File: config.mk
export PLATFORM = sky130hd
export DESIGN_NAME = das_seq
export DESIGN_NICKNAME = d
export VERILOG_FILES = /design/src/das_pkg.sv /design/src/das_chan.sv /design/src/das_seq.sv
export SDC_FILE = /design/constraint.sdc
export NUM_CORES = 1
export LEC_CHECK = 0
export ABC_CLOCK_PERIOD_IN_PS = 6960
export BUFFER_PORTS_ARGS = -buffer_cell sky130_fd_sc_hd__buf_2
export CELL_PAD_IN_SITES_DETAIL_PLACEMENT = 1
export CELL_PAD_IN_SITES_GLOBAL_PLACEMENT = 1
export CORE_MARGIN = 2
export CORE_UTILIZATION = 52
export DETAILED_ROUTE_END_ITERATION = 10
export GPL_TIMING_DRIVEN = 0
export PLACE_DENSITY_LB_ADDON = 0.1
export SLEW_MARGIN = 20
export SYNTH_ARGS = -nofsm -noshare
export SYNTH_HDL_FRONTEND = slang
export SYNTH_SLANG_ARGS = --single-unit
File: constraint.sdc
create_clock -name sys_clk_in -period 6.96 [get_ports sys_clk_in]
set_input_delay 0 -clock sys_clk_in [delete_from_list [all_inputs] [get_ports sys_clk_in]]
set_output_delay 0 -clock sys_clk_in [all_outputs]
set_load 0.03 [all_outputs]
File: src/das_pkg.sv
// Shared constants of the dual converter output sequencer.
package das_pkg;
   // Result width and the signed full-scale limits of one channel word.
   localparam int DATA_W = 10;
   localparam int IN_W   = 12;
   localparam int FS_POS = 511;
   localparam int FS_NEG = -512;

   ////////////////////////////////////////////////////////////////////////////
   // System clock and the derived output delay.
   localparam int SYS_PERIOD_PS        = 4000;
   localparam int SYS_CLK_MHZ          = 250;
   localparam int OUTPUT_DELAY_TIME_NS = 8;
   // A least time, so it rounds up to whole cycles.
   localparam int OUT_DLY_CYC =
      (OUTPUT_DELAY_TIME_NS * 1000 + SYS_PERIOD_PS - 1) / SYS_PERIOD_PS;

   // Highest conversion rate and the shortest converter clock period it implies.
   localparam int MAX_RATE_MSPS       = 30;
   localparam int MIN_CONV_PERIOD_CYC =
      (SYS_CLK_MHZ + MAX_RATE_MSPS - 1) / MAX_RATE_MSPS;

   ////////////////////////////////////////////////////////////////////////////
   // Offset trim sequence: conversions in total, averaged count, and the shift.
   localparam int TRIM_CYCLES = 34;
   localparam int TRIM_AVG    = 32;
   localparam int TRIM_SHIFT  = 5;
   localparam int TRIM_SETTLE = TRIM_CYCLES - TRIM_AVG;
   localparam int TRIM_CNT_W  = 6;

   ////////////////////////////////////////////////////////////////////////////
   // Bit positions of the control pins inside the synchroniser vector.
   localparam int CB_CLK  = 0;
   localparam int CB_BUS  = 1;
   localparam int CB_FMT  = 2;
   localparam int CB_SLP  = 3;
   localparam int CB_HOLD = 4;
   localparam int CB_TRIM = 5;
   localparam int SYNC_W  = 6;

   // Reset value of every data word.
   localparam logic [DATA_W-1:0] WORD_RST = 10'h000;
endpackage

File: src/das_chan.sv
// One converter channel: saturation, offset trim and the sampled word.
`timescale 1ns/100ps
module das_chan #(
   parameter int IN_W = das_pkg::IN_W
) (
   // Clock and reset.
   input  wire logic                             sys_clk_in,
   input  wire logic                             rstn_in,
   // Sample strobe, trim start pulse and the raw input value.
   input  wire logic                             sample_stb_in,
   input  wire logic                             trim_start_in,
   input  wire logic signed [IN_W-1:0]           raw_in,
   // Corrected word and trim status.
   output logic signed [das_pkg::DATA_W-1:0]     word_out,
   output logic                                  trim_busy_out
);
   localparam int DW    = das_pkg::DATA_W;
   localparam int ACC_W = DW + das_pkg::TRIM_SHIFT;
   localparam logic signed [IN_W-1:0] MAXV = IN_W'(das_pkg::FS_POS);
   localparam logic signed [IN_W-1:0] MINV = IN_W'(das_pkg::FS_NEG);
   localparam logic [das_pkg::TRIM_CNT_W-1:0] LAST =
      das_pkg::TRIM_CNT_W'(das_pkg::TRIM_CYCLES - 1);
   localparam logic [das_pkg::TRIM_CNT_W-1:0] SETTLE = das_pkg::TRIM_CNT_W'(das_pkg::TRIM_SETTLE);

   // The raw value must at least hold a full word.
   if (IN_W < DW) begin : g_bad_width
      $error("das_chan: IN_W below the word width");
   end

   logic signed [DW-1:0]    sat;       // Input clamped to full scale.
   logic signed [DW:0]      diff;      // Sample minus offset coefficient.
   logic signed [DW-1:0]    corr;      // Corrected and clamped word.
   logic signed [ACC_W-1:0] nxt_acc;   // Running sum including this sample.
   logic signed [ACC_W-1:0] acc_ff;    // Trim accumulator.
   logic signed [DW-1:0]    coef_ff;   // Offset coefficient, zero after reset.
   logic [das_pkg::TRIM_CNT_W-1:0] cnt_ff;  // Conversions seen in this trim run.
   logic signed [DW-1:0]    word_ff;   // Word of the latest sample.
   logic                    busy_ff;   // Trim run in progress.

   // Over-range inputs stick at the matching full-scale code.
   always_comb begin
      if (raw_in > MAXV) begin
         sat = DW'(das_pkg::FS_POS);
      end else if (raw_in < MINV) begin
         sat = DW'(das_pkg::FS_NEG);
      end else begin
         sat = raw_in[DW-1:0];
      end
   end

   // Subtracting the offset can push the word past full scale, so clamp the difference again.
   always_comb begin
      diff    = {sat[DW-1], sat} - {coef_ff[DW-1], coef_ff};
      nxt_acc = acc_ff + {{das_pkg::TRIM_SHIFT{sat[DW-1]}}, sat};
      if (diff > (DW+1)'(das_pkg::FS_POS)) begin
         corr = DW'(das_pkg::FS_POS);
      end else if (diff < (DW+1)'(das_pkg::FS_NEG)) begin
         corr = DW'(das_pkg::FS_NEG);
      end else begin
         corr = diff[DW-1:0];
      end
   end

   ////////////////////////////////////////////////////////////////////////////
   // Trim sequencer: skip the settling conversions, then sum the average count.
   // A start while a run is busy is ignored, so a bouncing pin cannot restart it.
   always_ff @(posedge sys_clk_in or negedge rstn_in) begin
      if (!rstn_in) begin
         busy_ff <= 1'b0;
         cnt_ff  <= '0;
         acc_ff  <= '0;
      end else if (!busy_ff && trim_start_in) begin
         busy_ff <= 1'b1;
         cnt_ff  <= '0;
         acc_ff  <= '0;
      end else if (busy_ff && sample_stb_in) begin
         if (cnt_ff >= SETTLE) begin
            acc_ff <= nxt_acc;
         end
         if (cnt_ff == LAST) begin
            busy_ff <= 1'b0;
         end
         cnt_ff <= cnt_ff + 1'b1;
      end
   end

   // The coefficient is the sum divided by the average count.
   always_ff @(posedge sys_clk_in or negedge rstn_in) begin
      if (!rstn_in) begin
         coef_ff <= '0;
      end else if (busy_ff && sample_stb_in && cnt_ff == LAST) begin
         coef_ff <= DW'(nxt_acc >>> das_pkg::TRIM_SHIFT);
      end
   end

   // The word only moves on a sample strobe and holds otherwise.
   always_ff @(posedge sys_clk_in or negedge rstn_in) begin
      if (!rstn_in) begin
         word_ff <= '0;
      end else if (sample_stb_in) begin
         word_ff <= corr;
      end
   end

   assign word_out      = word_ff;
   assign trim_busy_out = busy_ff;
endmodule

File: src/das_seq.sv
// Output sequencer of a dual ten-bit converter: sampling, pipeline, output buses.
//
// Contract
// - Both channels sampled together on falling edge.
// - Parallel mode: each channel on own bus.
// - Parallel words valid output delay after rise.
// - Mux: first after rise, second after fall.
// - Parallel latency two and a half cycles.
// - Mux latency 2.5 first, 3 second.
// - Convert every cycle while awake.
// - Under-range saturates at negative full scale; with a negative offset coefficient the code gives -512 minus it.
// - Over-range saturates at positive full scale; with a positive offset coefficient the code gives 511 minus it.
// - Ten-bit result per sample, up to rate.
// - Bus select high parallel, low multiplexed.
// - Format low offset binary, high twos complement.
// - Sleep or standby holds the last words.
// - Trim edge averages 32 conversions, subtracts.
`timescale 1ns/100ps
module das_seq #(
   parameter int IN_W        = das_pkg::IN_W,
   parameter int OUT_DLY_CYC = das_pkg::OUT_DLY_CYC
) (
   // Clock and reset.
   input  wire logic                          sys_clk_in,
   input  wire logic                          rstn_in,
   // Converter clock pin and the two sampled channel values.
   input  wire logic                          conv_clk_in,
   input  wire logic signed [IN_W-1:0]        chan_i_in,
   input  wire logic signed [IN_W-1:0]        chan_q_in,
   // Control pins.
   input  wire logic                          bus_select_pin_in,
   input  wire logic                          format_select_pin_in,
   input  wire logic                          sleep_pin_in,
   input  wire logic                          low_power_hold_pin_in,
   input  wire logic                          offset_trim_pin_in,
   // Output buses, delayed channel select and trim status.
   output logic [das_pkg::DATA_W-1:0]         bus_i_out,
   output logic [das_pkg::DATA_W-1:0]         bus_q_out,
   output logic                               iq_sel_out,
   output logic                               trim_busy_out
);
   localparam int DW  = das_pkg::DATA_W;
   localparam int ODA = OUT_DLY_CYC + 1;

   // The delayed word must land well inside half of the fastest converter clock.
   if (OUT_DLY_CYC < 1 || OUT_DLY_CYC >= das_pkg::MIN_CONV_PERIOD_CYC / 2) begin : g_bad_dly
      $error("das_seq: OUT_DLY_CYC out of range");
   end

   ////////////////////////////////////////////////////////////////////////////
   // Synchronisers. Every pin passes two flops; the third flop only feeds edge detection.
   logic [das_pkg::SYNC_W-1:0] ctl_s1_ff;   // First stage of the control pins.
   logic [das_pkg::SYNC_W-1:0] ctl_s2_ff;   // Settled control pins.
   logic                       clk_s3_ff;   // Converter clock one cycle older.
   logic                       trim_s3_ff;  // Trim pin one cycle older.
   logic signed [IN_W-1:0]     di_s1_ff;    // First stage of channel one.
   logic signed [IN_W-1:0]     di_s2_ff;    // Settled channel one.
   logic signed [IN_W-1:0]     dq_s1_ff;    // First stage of channel two.
   logic signed [IN_W-1:0]     dq_s2_ff;    // Settled channel two.

   always_ff @(posedge sys_clk_in or negedge rstn_in) begin
      if (!rstn_in) begin
         ctl_s1_ff  <= '0;
         ctl_s2_ff  <= '0;
         clk_s3_ff  <= 1'b0;
         trim_s3_ff <= 1'b0;
         di_s1_ff   <= '0;
         di_s2_ff   <= '0;
         dq_s1_ff   <= '0;
         dq_s2_ff   <= '0;
      end else begin
         ctl_s1_ff  <= {offset_trim_pin_in, low_power_hold_pin_in, sleep_pin_in,
                        format_select_pin_in, bus_select_pin_in, conv_clk_in};
         ctl_s2_ff  <= ctl_s1_ff;
         clk_s3_ff  <= ctl_s2_ff[das_pkg::CB_CLK];
         trim_s3_ff <= ctl_s2_ff[das_pkg::CB_TRIM];
         di_s1_ff   <= chan_i_in;
         di_s2_ff   <= di_s1_ff;
         dq_s1_ff   <= chan_q_in;
         dq_s2_ff   <= dq_s1_ff;
      end
   end

   logic rise_ev;     // Converter clock rose.
   logic fall_ev;     // Converter clock fell.
   logic awake;       // Neither sleep nor standby.
   logic bus_par;     // Parallel bus mode selected.
   logic fmt_twos;    // Twos complement coding selected.
   logic sample_stb;  // Take a new sample pair.
   logic trim_start;  // Trim pin rose.

   assign rise_ev    = ctl_s2_ff[das_pkg::CB_CLK] && !clk_s3_ff;
   assign fall_ev    = !ctl_s2_ff[das_pkg::CB_CLK] && clk_s3_ff;
   assign awake      = !ctl_s2_ff[das_pkg::CB_SLP] && !ctl_s2_ff[das_pkg::CB_HOLD];
   assign bus_par    = ctl_s2_ff[das_pkg::CB_BUS];
   assign fmt_twos   = ctl_s2_ff[das_pkg::CB_FMT];
   assign sample_stb = fall_ev && awake;
   assign trim_start = ctl_s2_ff[das_pkg::CB_TRIM] && !trim_s3_ff;

   // Offset binary is twos complement with the top bit inverted.
   function automatic logic [DW-1:0] fmt_word(input logic [DW-1:0] w, input logic twos);
      return twos ? w : {~w[DW-1], w[DW-2:0]};
   endfunction

   ////////////////////////////////////////////////////////////////////////////
   // Both channels share one strobe, so their samples are always a pair.
   logic signed [DW-1:0] word_i;  // Sampled word of channel one.
   logic signed [DW-1:0] word_q;  // Sampled word of channel two.
   logic                 busy_i;  // Trim busy, channel one.
   logic                 busy_q;  // Trim busy, channel two.

   das_chan #(.IN_W(IN_W)) u_chan_i (
      .sys_clk_in    (sys_clk_in),
      .rstn_in       (rstn_in),
      .sample_stb_in (sample_stb),
      .trim_start_in (trim_start),
      .raw_in        (di_s2_ff),
      .word_out      (word_i),
      .trim_busy_out (busy_i)
   );

   das_chan #(.IN_W(IN_W)) u_chan_q (
      .sys_clk_in    (sys_clk_in),
      .rstn_in       (rstn_in),
      .sample_stb_in (sample_stb),
      .trim_start_in (trim_start),
      .raw_in        (dq_s2_ff),
      .word_out      (word_q),
      .trim_busy_out (busy_q)
   );

   ////////////////////////////////////////////////////////////////////////////
   // Pipeline moved on falling edges. A fall while asleep flushes the valid bits,
   // so fresh words only return after three awake falls.
   logic [DW-1:0] p1_i_ff, p1_q_ff;       // Second stage words.
   logic [DW-1:0] p2_i_ff, p2_q_ff;       // Third stage words, ready to drive.
   logic          v0_ff, v1_ff, v2_ff;    // Stage valid flags.
   logic [1:0]    awake_cnt_ff;           // Awake falls since the last flush.

   always_ff @(posedge sys_clk_in or negedge rstn_in) begin
      if (!rstn_in) begin
         {p1_i_ff, p1_q_ff, p2_i_ff, p2_q_ff} <= '0;
         {v0_ff, v1_ff, v2_ff} <= 3'h0;
      end else if (fall_ev && awake) begin
         p1_i_ff <= word_i;
         p1_q_ff <= word_q;
         p2_i_ff <= p1_i_ff;
         p2_q_ff <= p1_q_ff;
         {v2_ff, v1_ff, v0_ff} <= {v1_ff, v0_ff, 1'b1};
      end else if (fall_ev) begin
         {v0_ff, v1_ff, v2_ff} <= 3'h0;
      end
   end

   // Helper count for checking the refill after a flush.
   always_ff @(posedge sys_clk_in or negedge rstn_in) begin
      if (!rstn_in) begin
         awake_cnt_ff <= 2'h0;
      end else if (fall_ev && !awake) begin
         awake_cnt_ff <= 2'h0;
      end else if (fall_ev && awake_cnt_ff != 2'h3) begin
         awake_cnt_ff <= awake_cnt_ff + 2'h1;
      end
   end

   ////////////////////////////////////////////////////////////////////////////
   // Edge events are held in delay lines for the output delay; the words are
   // captured at the edge itself because the pipeline may shift meanwhile.
   logic [OUT_DLY_CYC-1:0] rdly_ff, fdly_ff;  // Delayed rise and fall events.
   logic [OUT_DLY_CYC:0]   rcat, fcat;        // Shift inputs of the delay lines.
   logic [DW-1:0] hi_ff, hq_ff, mq_ff;        // Words held for the delayed update.
   logic          hv_ff, mv_ff;               // Held words are valid.

   assign rcat = {rdly_ff, rise_ev};
   assign fcat = {fdly_ff, fall_ev};

   always_ff @(posedge sys_clk_in or negedge rstn_in) begin
      if (!rstn_in) begin
         rdly_ff <= '0;
         fdly_ff <= '0;
         {hi_ff, hq_ff, mq_ff} <= '0;
         {hv_ff, mv_ff} <= 2'h0;
      end else begin
         rdly_ff <= rcat[OUT_DLY_CYC-1:0];
         fdly_ff <= fcat[OUT_DLY_CYC-1:0];
         if (rise_ev) begin
            hi_ff <= p2_i_ff;
            hq_ff <= p2_q_ff;
            hv_ff <= v2_ff;
         end
         if (fall_ev) begin
            mq_ff <= p2_q_ff;
            mv_ff <= v2_ff;
         end
      end
   end

   ////////////////////////////////////////////////////////////////////////////
   // Output buses. Without valid held words only the second bus moves, cleared in multiplexed mode, so a sleeping
   // converter keeps showing its last result.
   logic [DW-1:0] bus_i_ff, bus_q_ff;  // Driven bus words.
   logic          iq_sel_ff;           // High from the delayed rise update to the delayed fall update, in both bus modes.

   always_ff @(posedge sys_clk_in or negedge rstn_in) begin
      if (!rstn_in) begin
         bus_i_ff  <= das_pkg::WORD_RST;
         bus_q_ff  <= das_pkg::WORD_RST;
         iq_sel_ff <= 1'b0;
      end else begin
         if (rdly_ff[OUT_DLY_CYC-1] && hv_ff) begin
            bus_i_ff  <= fmt_word(hi_ff, fmt_twos);
            bus_q_ff  <= fmt_word(hq_ff, fmt_twos);
            iq_sel_ff <= 1'b1;
         end else if (fdly_ff[OUT_DLY_CYC-1] && mv_ff) begin
            if (!bus_par) begin
               bus_i_ff <= fmt_word(mq_ff, fmt_twos);
            end
            iq_sel_ff <= 1'b0;
         end
         if (!bus_par) begin
            bus_q_ff <= das_pkg::WORD_RST;
         end
      end
   end

   assign bus_i_out     = bus_i_ff;
   assign bus_q_out     = bus_q_ff;
   assign iq_sel_out    = iq_sel_ff;
   assign trim_busy_out = busy_i || busy_q;
endmodule

==> results of run 1 <==
[per-stage QoR]
step	power, uW	util	hold WS (ns)	std cells	instance area (sq um)
finish	4660	0.619	0.0583	1599	13400
global route	4920	0.619	0.101	1599	13400
CTS	4680	0.619	0.0680	1599	13400
detailed placement	2990	0.557	0.0444	1518	12100
global placement	2920	0.554	0.108	1516	12000
floorplan	2660	-	-0.296	1183	11400
[worst max-delay path, stage by stage, from the launching register on]
cell and delay (ns):
dfrtp_1 0.32, clkbuf_1 0.31, clkbuf_1 0.37, nor2_1 0.10, nor2_1 0.10, nor2_1 0.05, a21oi_1 0.28, ha_1 0.35
a21o_1 0.21, a21oi_1 0.19, a21oi_1 0.14, o41ai_1 0.55, o21ai_0 0.22, xnor2_1 0.24, o21ai_0 0.14
[synthesized netlist by cell type, types with 3 or more instances]
master	n	share of area
xnor2_1	16	0.012
nand3_1	32	0.014
buf_1	6	0.0020
nor3_1	16	0.0070
o21ai_0	87	0.038
xor2_1	23	0.018
a21oi_1	46	0.020
a21boi_0	13	0.0086
mux2_2	22	0.022
buf_2	3	0.0013
a211oi_1	3	0.0020
and2_1	4	0.0022
fa_1	4	0.0070
a31oi_1	12	0.0066
dfrtp_1	246	0.54
nand2_1	293	0.096
mux2i_1	3	0.0026
o41ai_1	7	0.0054
or3_1	3	0.0016
clkbuf_1	38	0.013
nor2_1	115	0.038
ha_1	54	0.059
o22ai_1	3	0.0016
o21a_1	14	0.0092
nand2b_1	11	0.0060
inv_1	36	0.012
nand4_1	14	0.0077
nor2b_1	11	0.0060
a21o_1	11	0.0072
[path summary, 6_finish.rpt]
kind                                   start             endpoint  slack, ns
worst min-delay path                 rstn_in  u_chan_q.coef_ff[7]       0.06
min in group sys_clk_in         chan_i_in[0]          di_s1_ff[0]       0.10
worst max register to register   dq_s2_ff[9]  u_chan_q.acc_ff[13]       3.25
worst min register to register  dq_s1_ff[10]         dq_s2_ff[10]       0.34
worst max-delay path             dq_s2_ff[9]  u_chan_q.acc_ff[13]       3.25
max in group asynchronous            rstn_in          di_s1_ff[9]       6.00
[layer usage]
metal / vias up / global-route usage
met5: - / 0
met3: 47 / 0.0282
li1: 4217 / -
met4: 0 / 0.0650
met1: 4411 / 0.323
met2: 125 / 0.459
[report_power, final]
part,internal (uW),leakage [uW],switching (uW)
combinational,457,0.00276,661
sequential,1700,0.00315,190
clock,1050,0.000506,599
[layout make-up]
cell class / instances / area (sq um) / area share
buffer: 47 / 180 / 0.0134
timing repair buffer: 86 / 641 / 0.0477
sequential: 246 / 6160 / 0.458
clock inverter: 13 / 250 / 0.0186
clock buffer: 37 / 783 / 0.0583
tap: 280 / 350 / 0.0261
inverter: 36 / 135 / 0.0101
multi-input combinational: 854 / 4930 / 0.367
[sequential cells by signal, summed over array words and instances (netlist names), 10 cells and up]
signal / flops
p2_q_ff: 10
di_s2_ff: 12
hi_ff: 10
u_chan_q.acc_ff: 15
u_chan_q.coef_ff: 10
p1_i_ff: 10
bus_q_out: 10
u_chan_q.word_out: 10
dq_s1_ff: 12
dq_s2_ff: 12
u_chan_i.word_out: 10
bus_i_out: 10
di_s1_ff: 12
p1_q_ff: 10
p2_i_ff: 10
mq_ff: 10
u_chan_i.coef_ff: 10
u_chan_i.acc_ff: 15
hq_ff: 10
[cells by family (layout without fill, tap and decap cells)]
group           Yosys count  after routing  share of synthesized area
simple gates            510            510                      0.188
flops                   246            246                      0.540
compound gates          218            218                      0.118
buf+inv                  83            219                     0.0277
fa+ha+maj                60             60                     0.0680
xor+xnor                 41             41                     0.0341
mux                      25             25                     0.0244
[repair_timing]
| action | in CTS | in global routing |
|---|---|---|
| setup buffers | 0 | 0 |
| endpoints found under the hold margin | 125 | 0 |
| hold buffers | 31 | 0 |
==> impl_metrics.ini, run 1 <==
[placement]
place.gp.congestion = 0.870
pre_cts_slack_ns = 3.31
numPortBuffers = 53
post-dp-hpwl_mm = 19.5

[grt]
gr-total-overflow = 0
grtUsageTotal = 0.253
grt_first_pass_wirelength_mm = 48.5
grt_start_max_net_pins = 92
antenna_violations_before_repair = 0
first_global_vias = 9726

[worst_setup_path]
worstSetupEndpointType = flip-flop
cp_max_fo = 10
crit_type = flip-flop to flip-flop
start_kind = flip-flop
critPathArrivalTime_ns = 4.10
timing.reg2reg.worst_path_depth = 14
worst_ep_required_time_ns = 7.35

[timing]
min_period_over_period = 0.533
max_clock_freq_mhz = 270
clock_skew_ns = 0.0102
final_period_minus_worst_setup_slack_ns = 3.71
finalSetupTns_ns = 0
setup_repair_after_global_routing_missed_its_margin = false
tightestPinTransition_ns = 0.652
finalHoldViolCount = 0
report.final.slew_viol_count = 0
relative_slew_margins = 0.565
timing.final.ws_setup_ns = 3.25
final_setup_fails = 0

[floorplanning]
placement_row_count = 54
chipHeight_um = 152
start_util = 0.526
placeableCoreArea_sq_um = 21700
die_width_um = 152
die_area_sq_um = 23100
boundaryPins = 54

[synthesis]
number_of_nets_produced_by_synthesis = 1273
synth.cell_area_sq_um = 11400
yosysWarnings = 0
syn-instance-count = 1183
synth_cell_type_count = 52
ys_ff_latch = 246
synth-async-reset-ratio = 1.00
synth_enable_flop_cells = 0
seq_area_frac_synth = 0.540
syn_avg_cell_area_sq_um = 9.64
yosys_most_used_dff = dfrtp_1

[drt]
routed_via_density = 5.50
wire_per_inst_um = 18.0
routed-via-count = 8800
ant_nets = 0
maxUsedRoutingLayer = met4
m1WireLength_mm = 12.6
finalWirelength_mm = 28.7
wl_met2_mm = 14.8
first_iter_violations = 364
drt_drc_violations_left = 0
wl_met3_um = 688
drt_first_pass_iters = 4

[finish]
fill_cells = 2365
num_antenna_cells = 0
layout-area-overhead-vs-synth_pct = 17.8
mostFrequentLayoutCell = nand2_1
final_layout_size_suffix_gt1_frac = 0.103
final_nets = 1388
top_library_cells_by_usage_in_the_layout_fill_and_taps_aside = 293 x nand2_1, 246 x dfrtp_1, 115 x nor2_1

[cts]
buffer_cell_driving_the_clock_tree_root = clkbuf_16
tritoncts.num_buffers = 27
cts-htree-levels = 1
cts.path.max_buffers = 3
cts.sink_count = 246
cts_tree = yes
cts-resized-gates = 0
clk_pin_slew_worst_paths_ns = 0.06
worstSkewPairLatency_ns = 0.53

[status]
run_status = complete, no violations

[job]
drv.max_cap_violation_count = 0

[power]
vdd_ir_drop_max_mv = 0.244
power_density_nw_per_um2 = 347
p_leak_uw = 0.00641

[hold_path]
min_path_type = primary input to async pin
Power figures use the tool's default switching activity.
==> inputs of run 2 (changes only) <==
--- a/config.mk
+++ b/config.mk
@@ -5,12 +5,13 @@
 export SDC_FILE = /design/constraint.sdc
 export NUM_CORES = 1
 export LEC_CHECK = 0
-export ABC_CLOCK_PERIOD_IN_PS = 6960
+export ABC_AREA = 1
+export ABC_CLOCK_PERIOD_IN_PS = 3800
 export BUFFER_PORTS_ARGS = -buffer_cell sky130_fd_sc_hd__buf_2
 export CELL_PAD_IN_SITES_DETAIL_PLACEMENT = 1
 export CELL_PAD_IN_SITES_GLOBAL_PLACEMENT = 1
 export CORE_MARGIN = 2
-export CORE_UTILIZATION = 52
+export CORE_UTILIZATION = 47
 export DETAILED_ROUTE_END_ITERATION = 10
 export GPL_TIMING_DRIVEN = 0
 export PLACE_DENSITY_LB_ADDON = 0.1
==> constraint.sdc (replaced) <==
create_clock -name sys_clk_in -period 3.8 [get_ports sys_clk_in]
set_input_delay 0 -clock sys_clk_in [delete_from_list [all_inputs] [get_ports sys_clk_in]]
set_output_delay 0 -clock sys_clk_in [all_outputs]
set_load 0.03 [all_outputs]
==> impl_metrics.ini, run 2 <==
[worst_setup_path]
worst_ep_required_time_ns = 4.22
crit_type = flip-flop to flip-flop
cp_max_fo = 8
start_kind = flip-flop
worstSetupEndpointType = flip-flop
critPathArrivalTime_ns = 3.68

[timing]
report.final.slew_viol_count = 0
final_setup_fails = 0
final_period_minus_worst_setup_slack_ns = 3.26
tightestPinTransition_ns = 0.590
relative_slew_margins = 0.603
max_clock_freq_mhz = 306
min_period_over_period = 0.859
finalHoldViolCount = 0
finalHoldWorstSlack_ns = 0.0226
clock_skew_ns = 0.0204
setup_repair_after_global_routing_missed_its_margin = false

[finish]
layout.cells.non_filler = 1796
fill_cells = 2877
num_antenna_cells = 0
finalInstanceArea_sq_um = 13700
final_layout_size_suffix_gt1_frac = 0.106
regArea_sq_um = 6160
layout-area-overhead-vs-synth_pct = 17.9
mostFrequentLayoutCell = nand2_1
top_library_cells_by_usage_in_the_layout_fill_and_taps_aside = 398 x nand2_1, 246 x dfrtp_1, 141 x inv_1
largest_registers = u_chan_i.acc_ff: 15 flops, u_chan_q.acc_ff: 15 flops
final_nets = 1540
final_util = 0.564
multi_input_comb_area_sq_um = 4710

[drt]
routed_via_density = 5.09
routed-via-count = 9145
finalWirelength_mm = 28.5
ant_nets = 0
first_iter_violations = 387
drt_drc_violations_left = 0
drt_first_pass_iters = 4
wire_per_inst_um = 15.9

[synthesis]
top_count_cell_post_synth = nand2_1
seq_area_frac_synth = 0.531
synth-async-reset-ratio = 1.00
synth_enable_flop_cells = 0
number_of_nets_produced_by_synthesis = 1424
yosys.area.top_type_share = 0.531
ys_top_cells_by_area = dfrtp_1 53%, nand2_1 13%, ha_1 5.8%
synth_cell_type_count = 39
yosys_most_used_dff = dfrtp_1
syn-instance-count = 1334
synth.largest_area_cell = dfrtp_1
yosysWarnings = 0
synth_common_cells = 398 x nand2_1, 246 x dfrtp_1, 141 x inv_1
synth.cell_area_sq_um = 11600
syn_avg_cell_area_sq_um = 8.69
ys_ff_latch = 246

[cts]
clk_pin_slew_worst_paths_ns = 0.06
cts_tree = yes
cts_post_setup_buffers_inserted = 0
buffer_cell_driving_the_clock_tree_root = clkbuf_16
cts.path.max_buffers = 3
cts.sink_count = 246
tritoncts.num_buffers = 28
cts-htree-levels = 1
worstSkewPairLatency_ns = 0.54

[placement]
numPortBuffers = 53
dpl_cell_area_sq_um = 12300
post-dp-hpwl_mm = 20.9
place.gp.congestion = 0.865
place.detailed.instances = 1713

[floorplanning]
placeableCoreArea_sq_um = 24200
die_area_sq_um = 25900
start_util = 0.478
chipHeight_um = 161
die_width_um = 161
placement_row_count = 57
boundaryPins = 54

[power]
power_density_nw_per_um2 = 635
p_leak_uw = 0.00689
vdd_ir_drop_max_mv = 0.377

[grt]
grt_start_max_net_pins = 94
first_global_vias = 9884
antenna_violations_before_repair = 0
grt_first_pass_wirelength_mm = 49.2
gr-total-overflow = 0
grtUsageTotal = 0.232

[hold_path]
min_path_type = primary input to async pin

[status]
run_status = complete, no violations

[job]
drv.max_cap_violation_count = 0
[run 2: changes by cell type in the layout (fill, tap and decap cells not counted), moves of 14 or more]
cell and change:
clkbuf_1 -18, nor2_1 -32, inv_1 +105, nand2_1 +105
mux2_2 -16, nand3_1 +45, o21a_1 -14, o21ai_0 +21
[run 2: layer usage]
metal | global-route usage | vias up | share of wire
met5 | 0 | - | 0
met4 | 0.0625 | 0 | 0.025
met3 | 0.0282 | 50 | 0.026
met2 | 0.418 | 119 | 0.51
met1 | 0.297 | 4446 | 0.44
li1 | - | 4530 | -
[run 2: power breakdown]
group	internal, uW	switching [uW]	leakage [uW]
Sequential	3120	295	0.00310
Combinational	844	1500	0.00328
Clock	1860	1070	0.000510
Total	5820	2860	0.00689
[run 2: final cells by class]
type	instances	share of cell area
multi-input combinational	902	0.345
sequential	246	0.451
clock inverter	13	0.0144
tap	324	0.0297
buffer	32	0.0107
inverter	154	0.0423
clock buffer	39	0.0610
timing repair buffer	86	0.0469
[run 2: worst max-delay path: stages, from the launching register on]
cell     delay, ns
dfrtp_1       0.39
o21ai_1       0.47
inv_1         0.11
o21ai_0       0.50
ha_1          0.28
inv_1         0.08
fa_1          0.43
nand2_1       0.11
nand3_2       0.08
nand3_1       0.09
nand2_1       0.07
nand2_1       0.14
nand2_2       0.12
nand2_1       0.09
nand2_1       0.05
nand2_1       0.06
nand2_1       0.05
[run 2: kinds of logic (layout without fill, tap and decap cells)]
kind of cell	Yosys count	after routing	synth area share
buffers and inverters	186	324	0.0625
adder cells (fa/ha/maj)	58	58	0.0652
multiplexers	6	6	0.00583
AND/OR/NAND/NOR	613	613	0.226
flip-flops	246	246	0.531
AO/OA/AOI/OAI	205	205	0.0944
XOR/XNOR	20	20	0.0151
[run 2: final timing paths]
path / startpoint / to / slack (ns) / cells past startpoint
hold / removal: rstn_in / bus_q_out[0] / 0.02 / 2
min in group sys_clk_in: chan_q_in[4] / dq_s1_ff[4] / 0.10 / 2
setup / recovery: dq_s2_ff[9] / u_chan_q.word_out[4] / 0.54 / 16
hold reg to reg: dq_s1_ff[0] / dq_s2_ff[0] / 0.34 / 0
setup reg to reg: dq_s2_ff[9] / u_chan_q.word_out[4] / 0.54 / 16
max in group asynchronous: rstn_in / di_s2_ff[11] / 2.93 / 3
[run 2: what timing repair did]
action | CTS | global route
hold buffers | 31 | 0
resized for setup | 0 | 0
hold endpoints to repair | 276 | 0
[run 2: metrics by stage]
step | TNS (ns) | total power [uW] | setup slack (ns)
floorplan | 0 | 5070 | 1.32
global placement | -383.79 | 5620 | -1.58
detailed placement | 0 | 5760 | 0.576
CTS | 0 | 8770 | 0.520
global route | 0 | 9290 | 0.278
finish | 0 | 8680 | 0.535
==> inputs of run 3 (changes only) <==
--- a/config.mk
+++ b/config.mk
@@ -18,4 +18,5 @@
 export SLEW_MARGIN = 20
 export SYNTH_ARGS = -nofsm -noshare
 export SYNTH_HDL_FRONTEND = slang
+export SYNTH_HIERARCHICAL = 1
 export SYNTH_SLANG_ARGS = --single-unit
==> impl_metrics.ini, run 3 <==
[floorplanning]
die_width_um = 162
die_area_sq_um = 26300
chipHeight_um = 162
placement_row_count = 57
start_util = 0.481
boundaryPins = 54
placeableCoreArea_sq_um = 24500

[synthesis]
syn-instance-count = 1367
synth.cell_area_sq_um = 11800
ys_top_cells_by_area = dfrtp_1 52%, nand2_1 13%, ha_1 5.7%
yosys.area.top_type_share = 0.523
synth_enable_flop_cells = 0
seq_area_frac_synth = 0.523
synth_common_cells = 407 x nand2_1, 246 x dfrtp_1, 147 x inv_1
synth-async-reset-ratio = 1.00
number_of_nets_produced_by_synthesis = 1457
ys_ff_latch = 246
syn_avg_cell_area_sq_um = 8.61
synth_cell_type_count = 36
yosys_most_used_dff = dfrtp_1
top_count_cell_post_synth = nand2_1
synth.largest_area_cell = dfrtp_1
yosysWarnings = 6

[power]
vdd_ir_drop_max_mv = 0.381
netSwitchingPower_uw = 2830
power.share.combinational = 0.286
intPower_uw = 5410
power_density_nw_per_um2 = 604
netSwitchingFraction = 0.343
p_leak_uw = 0.00690
power.share.clock = 0.305
power.share.sequential = 0.409
fin_total_pwr_uw = 8240

[finish]
final_nets = 1572
fill_cells = 2914
largest_registers = u_chan_i/acc_ff: 15 flops, u_chan_q/acc_ff: 15 flops
layout-area-overhead-vs-synth_pct = 16.0
num_antenna_cells = 0
final_layout_size_suffix_gt1_frac = 0.113
top_library_cells_by_usage_in_the_layout_fill_and_taps_aside = 407 x nand2_1, 246 x dfrtp_1, 147 x inv_1
mostFrequentLayoutCell = nand2_1
finalInstanceArea_sq_um = 13700
final_util = 0.558

[worst_setup_path]
cp_max_fo = 8
start_kind = flip-flop
crit_type = flip-flop to flip-flop
critPathArrivalTime_ns = 3.53
worstSetupEndpointType = flip-flop
rrSetupSlack_ns = 0.65
r2r-end = u_chan_i/coef_ff[2]
regToRegStartpoint = di_s2_ff[9]
timing.reg2reg.worst_path_depth = 11
worst_ep_required_time_ns = 4.18

[timing]
tightestPinTransition_ns = 0.579
min_period_over_period = 0.830
clock_skew_ns = 0.0200
final_setup_fails = 0
final_period_minus_worst_setup_slack_ns = 3.15
finalHoldWorstSlack_ns = 0.0159
relative_slew_margins = 0.610
finalHoldViolCount = 0
report.final.slew_viol_count = 0
max_clock_freq_mhz = 317
setup_repair_after_global_routing_missed_its_margin = false

[cts]
worstSkewPairLatency_ns = 0.54
cts_post_setup_buffers_inserted = 0
cts_hold_buf = 31
cts_tree = yes
buffer_cell_driving_the_clock_tree_root = clkbuf_16
cts.path.max_buffers = 3
tritoncts.num_buffers = 27
clk_pin_slew_worst_paths_ns = 0.06
cts.sink_count = 246
cts-resized-gates = 0
cts-htree-levels = 1

[grt]
antenna_violations_before_repair = 0
first_global_vias = 10200
grtUsageTotal = 0.236
gr-total-overflow = 0
grt_first_pass_wirelength_mm = 50.6
grt_start_max_net_pins = 92

[placement]
place.gp.congestion = 0.896
numPortBuffers = 53
dpl_cell_area_sq_um = 12500
post-dp-hpwl_mm = 21.1

[drt]
wire_per_inst_um = 16.3
ant_nets = 0
drt_drc_violations_left = 0
finalWirelength_mm = 29.8
first_iter_violations = 458
routed_via_density = 5.16
drt_first_pass_iters = 5
routed-via-count = 9404

[hold_path]
min_path_type = primary input to async pin

[job]
drv.max_cap_violation_count = 0

[status]
run_status = complete, no violations
==> run 3: per-layer routing <==
metal | part of all wire | wire length, um | global-route usage | vias to the layer above
met4 | 0.020 | 601 | 0.0579 | 0
met1 | 0.45 | 13400 | 0.307 | 4627
met3 | 0.030 | 903 | 0.0291 | 47
li1 | - | - | - | 4617
met2 | 0.50 | 14800 | 0.421 | 113
met5 | 0 | 0 | 0 | -
==> run 3: power groups by stage <==
| stage | combinational [uW] | sequential [uW] | clock (uW) |
|---|---|---|---|
| after floorplan | 1680 | 3380 | 0 |
| after global placement | 2210 | 3390 | 0 |
| after detailed placement | 2310 | 3410 | 0 |
| after CTS | 2370 | 3380 | 2590 |
| after global routing | 2710 | 3440 | 2690 |
| final | 2360 | 3370 | 2510 |
==> run 3: how the worst max path moves through the flow <==
stage,from,to,slack [ns],depth (start not counted)
after detailed placement,dq_s2_ff[9],u_chan_q/word_out[8],0.66,13
final,di_s2_ff[9],u_chan_i/coef_ff[2],0.65,11
after global routing,di_s2_ff[9],u_chan_i/coef_ff[2],0.44,11
after global placement,rstn_in,dq_s2_ff[6],-1.68,1
after CTS,dq_s2_ff[9],u_chan_q/word_out[8],0.64,13
after floorplan,dq_s2_ff[9],u_chan_q/word_out[2],1.37,13
==> run 3: final cells by class <==
class | count | area (sq um) | share of cell area
flip-flops and latches | 246 | 6160 | 0.451
multi-input cells | 930 | 4840 | 0.355
clock buffers | 37 | 763 | 0.0559
repair buffers | 86 | 641 | 0.0469
inverters | 162 | 608 | 0.0445
well taps | 324 | 405 | 0.0297
plain buffers | 29 | 158 | 0.0115
clock inverters | 9 | 78.8 | 0.00577
==> run 3: kinds of logic after synthesis <==
kind of cell,after synthesis,share of synthesized area
simple gates,649,0.242
flops,246,0.523
compound gates,204,0.0917
buf+inv,191,0.0651
fa+ha+maj,58,0.0642
xor+xnor,19,0.0141
==> run 3: stage by stage <==
step | setup TNS (ns) | instances | setup slack (ns)
6_report | 0 | 1823 | 0.647
4_1_cts | 0 | 1823 | 0.636
3_5_place_dp | 0 | 1746 | 0.658
2_1_floorplan | 0 | 1367 | 1.37
3_3_place_gp | -407.61 | 1744 | -1.68
5_1_grt | 0 | 1823 | 0.437
==> run 3: worst max-delay path, cell delays in order, from the launching register on <==
cell      delay [ns]
dfrtp_1         0.39
o21ai_1         0.47
inv_1           0.11
o21ai_0         0.41
inv_1           0.25
ha_1            0.34
nand2_1         0.07
o21bai_1        0.33
a21oi_1         0.15
or2_1           0.25
nand3_1         0.12
o21ai_0         0.12
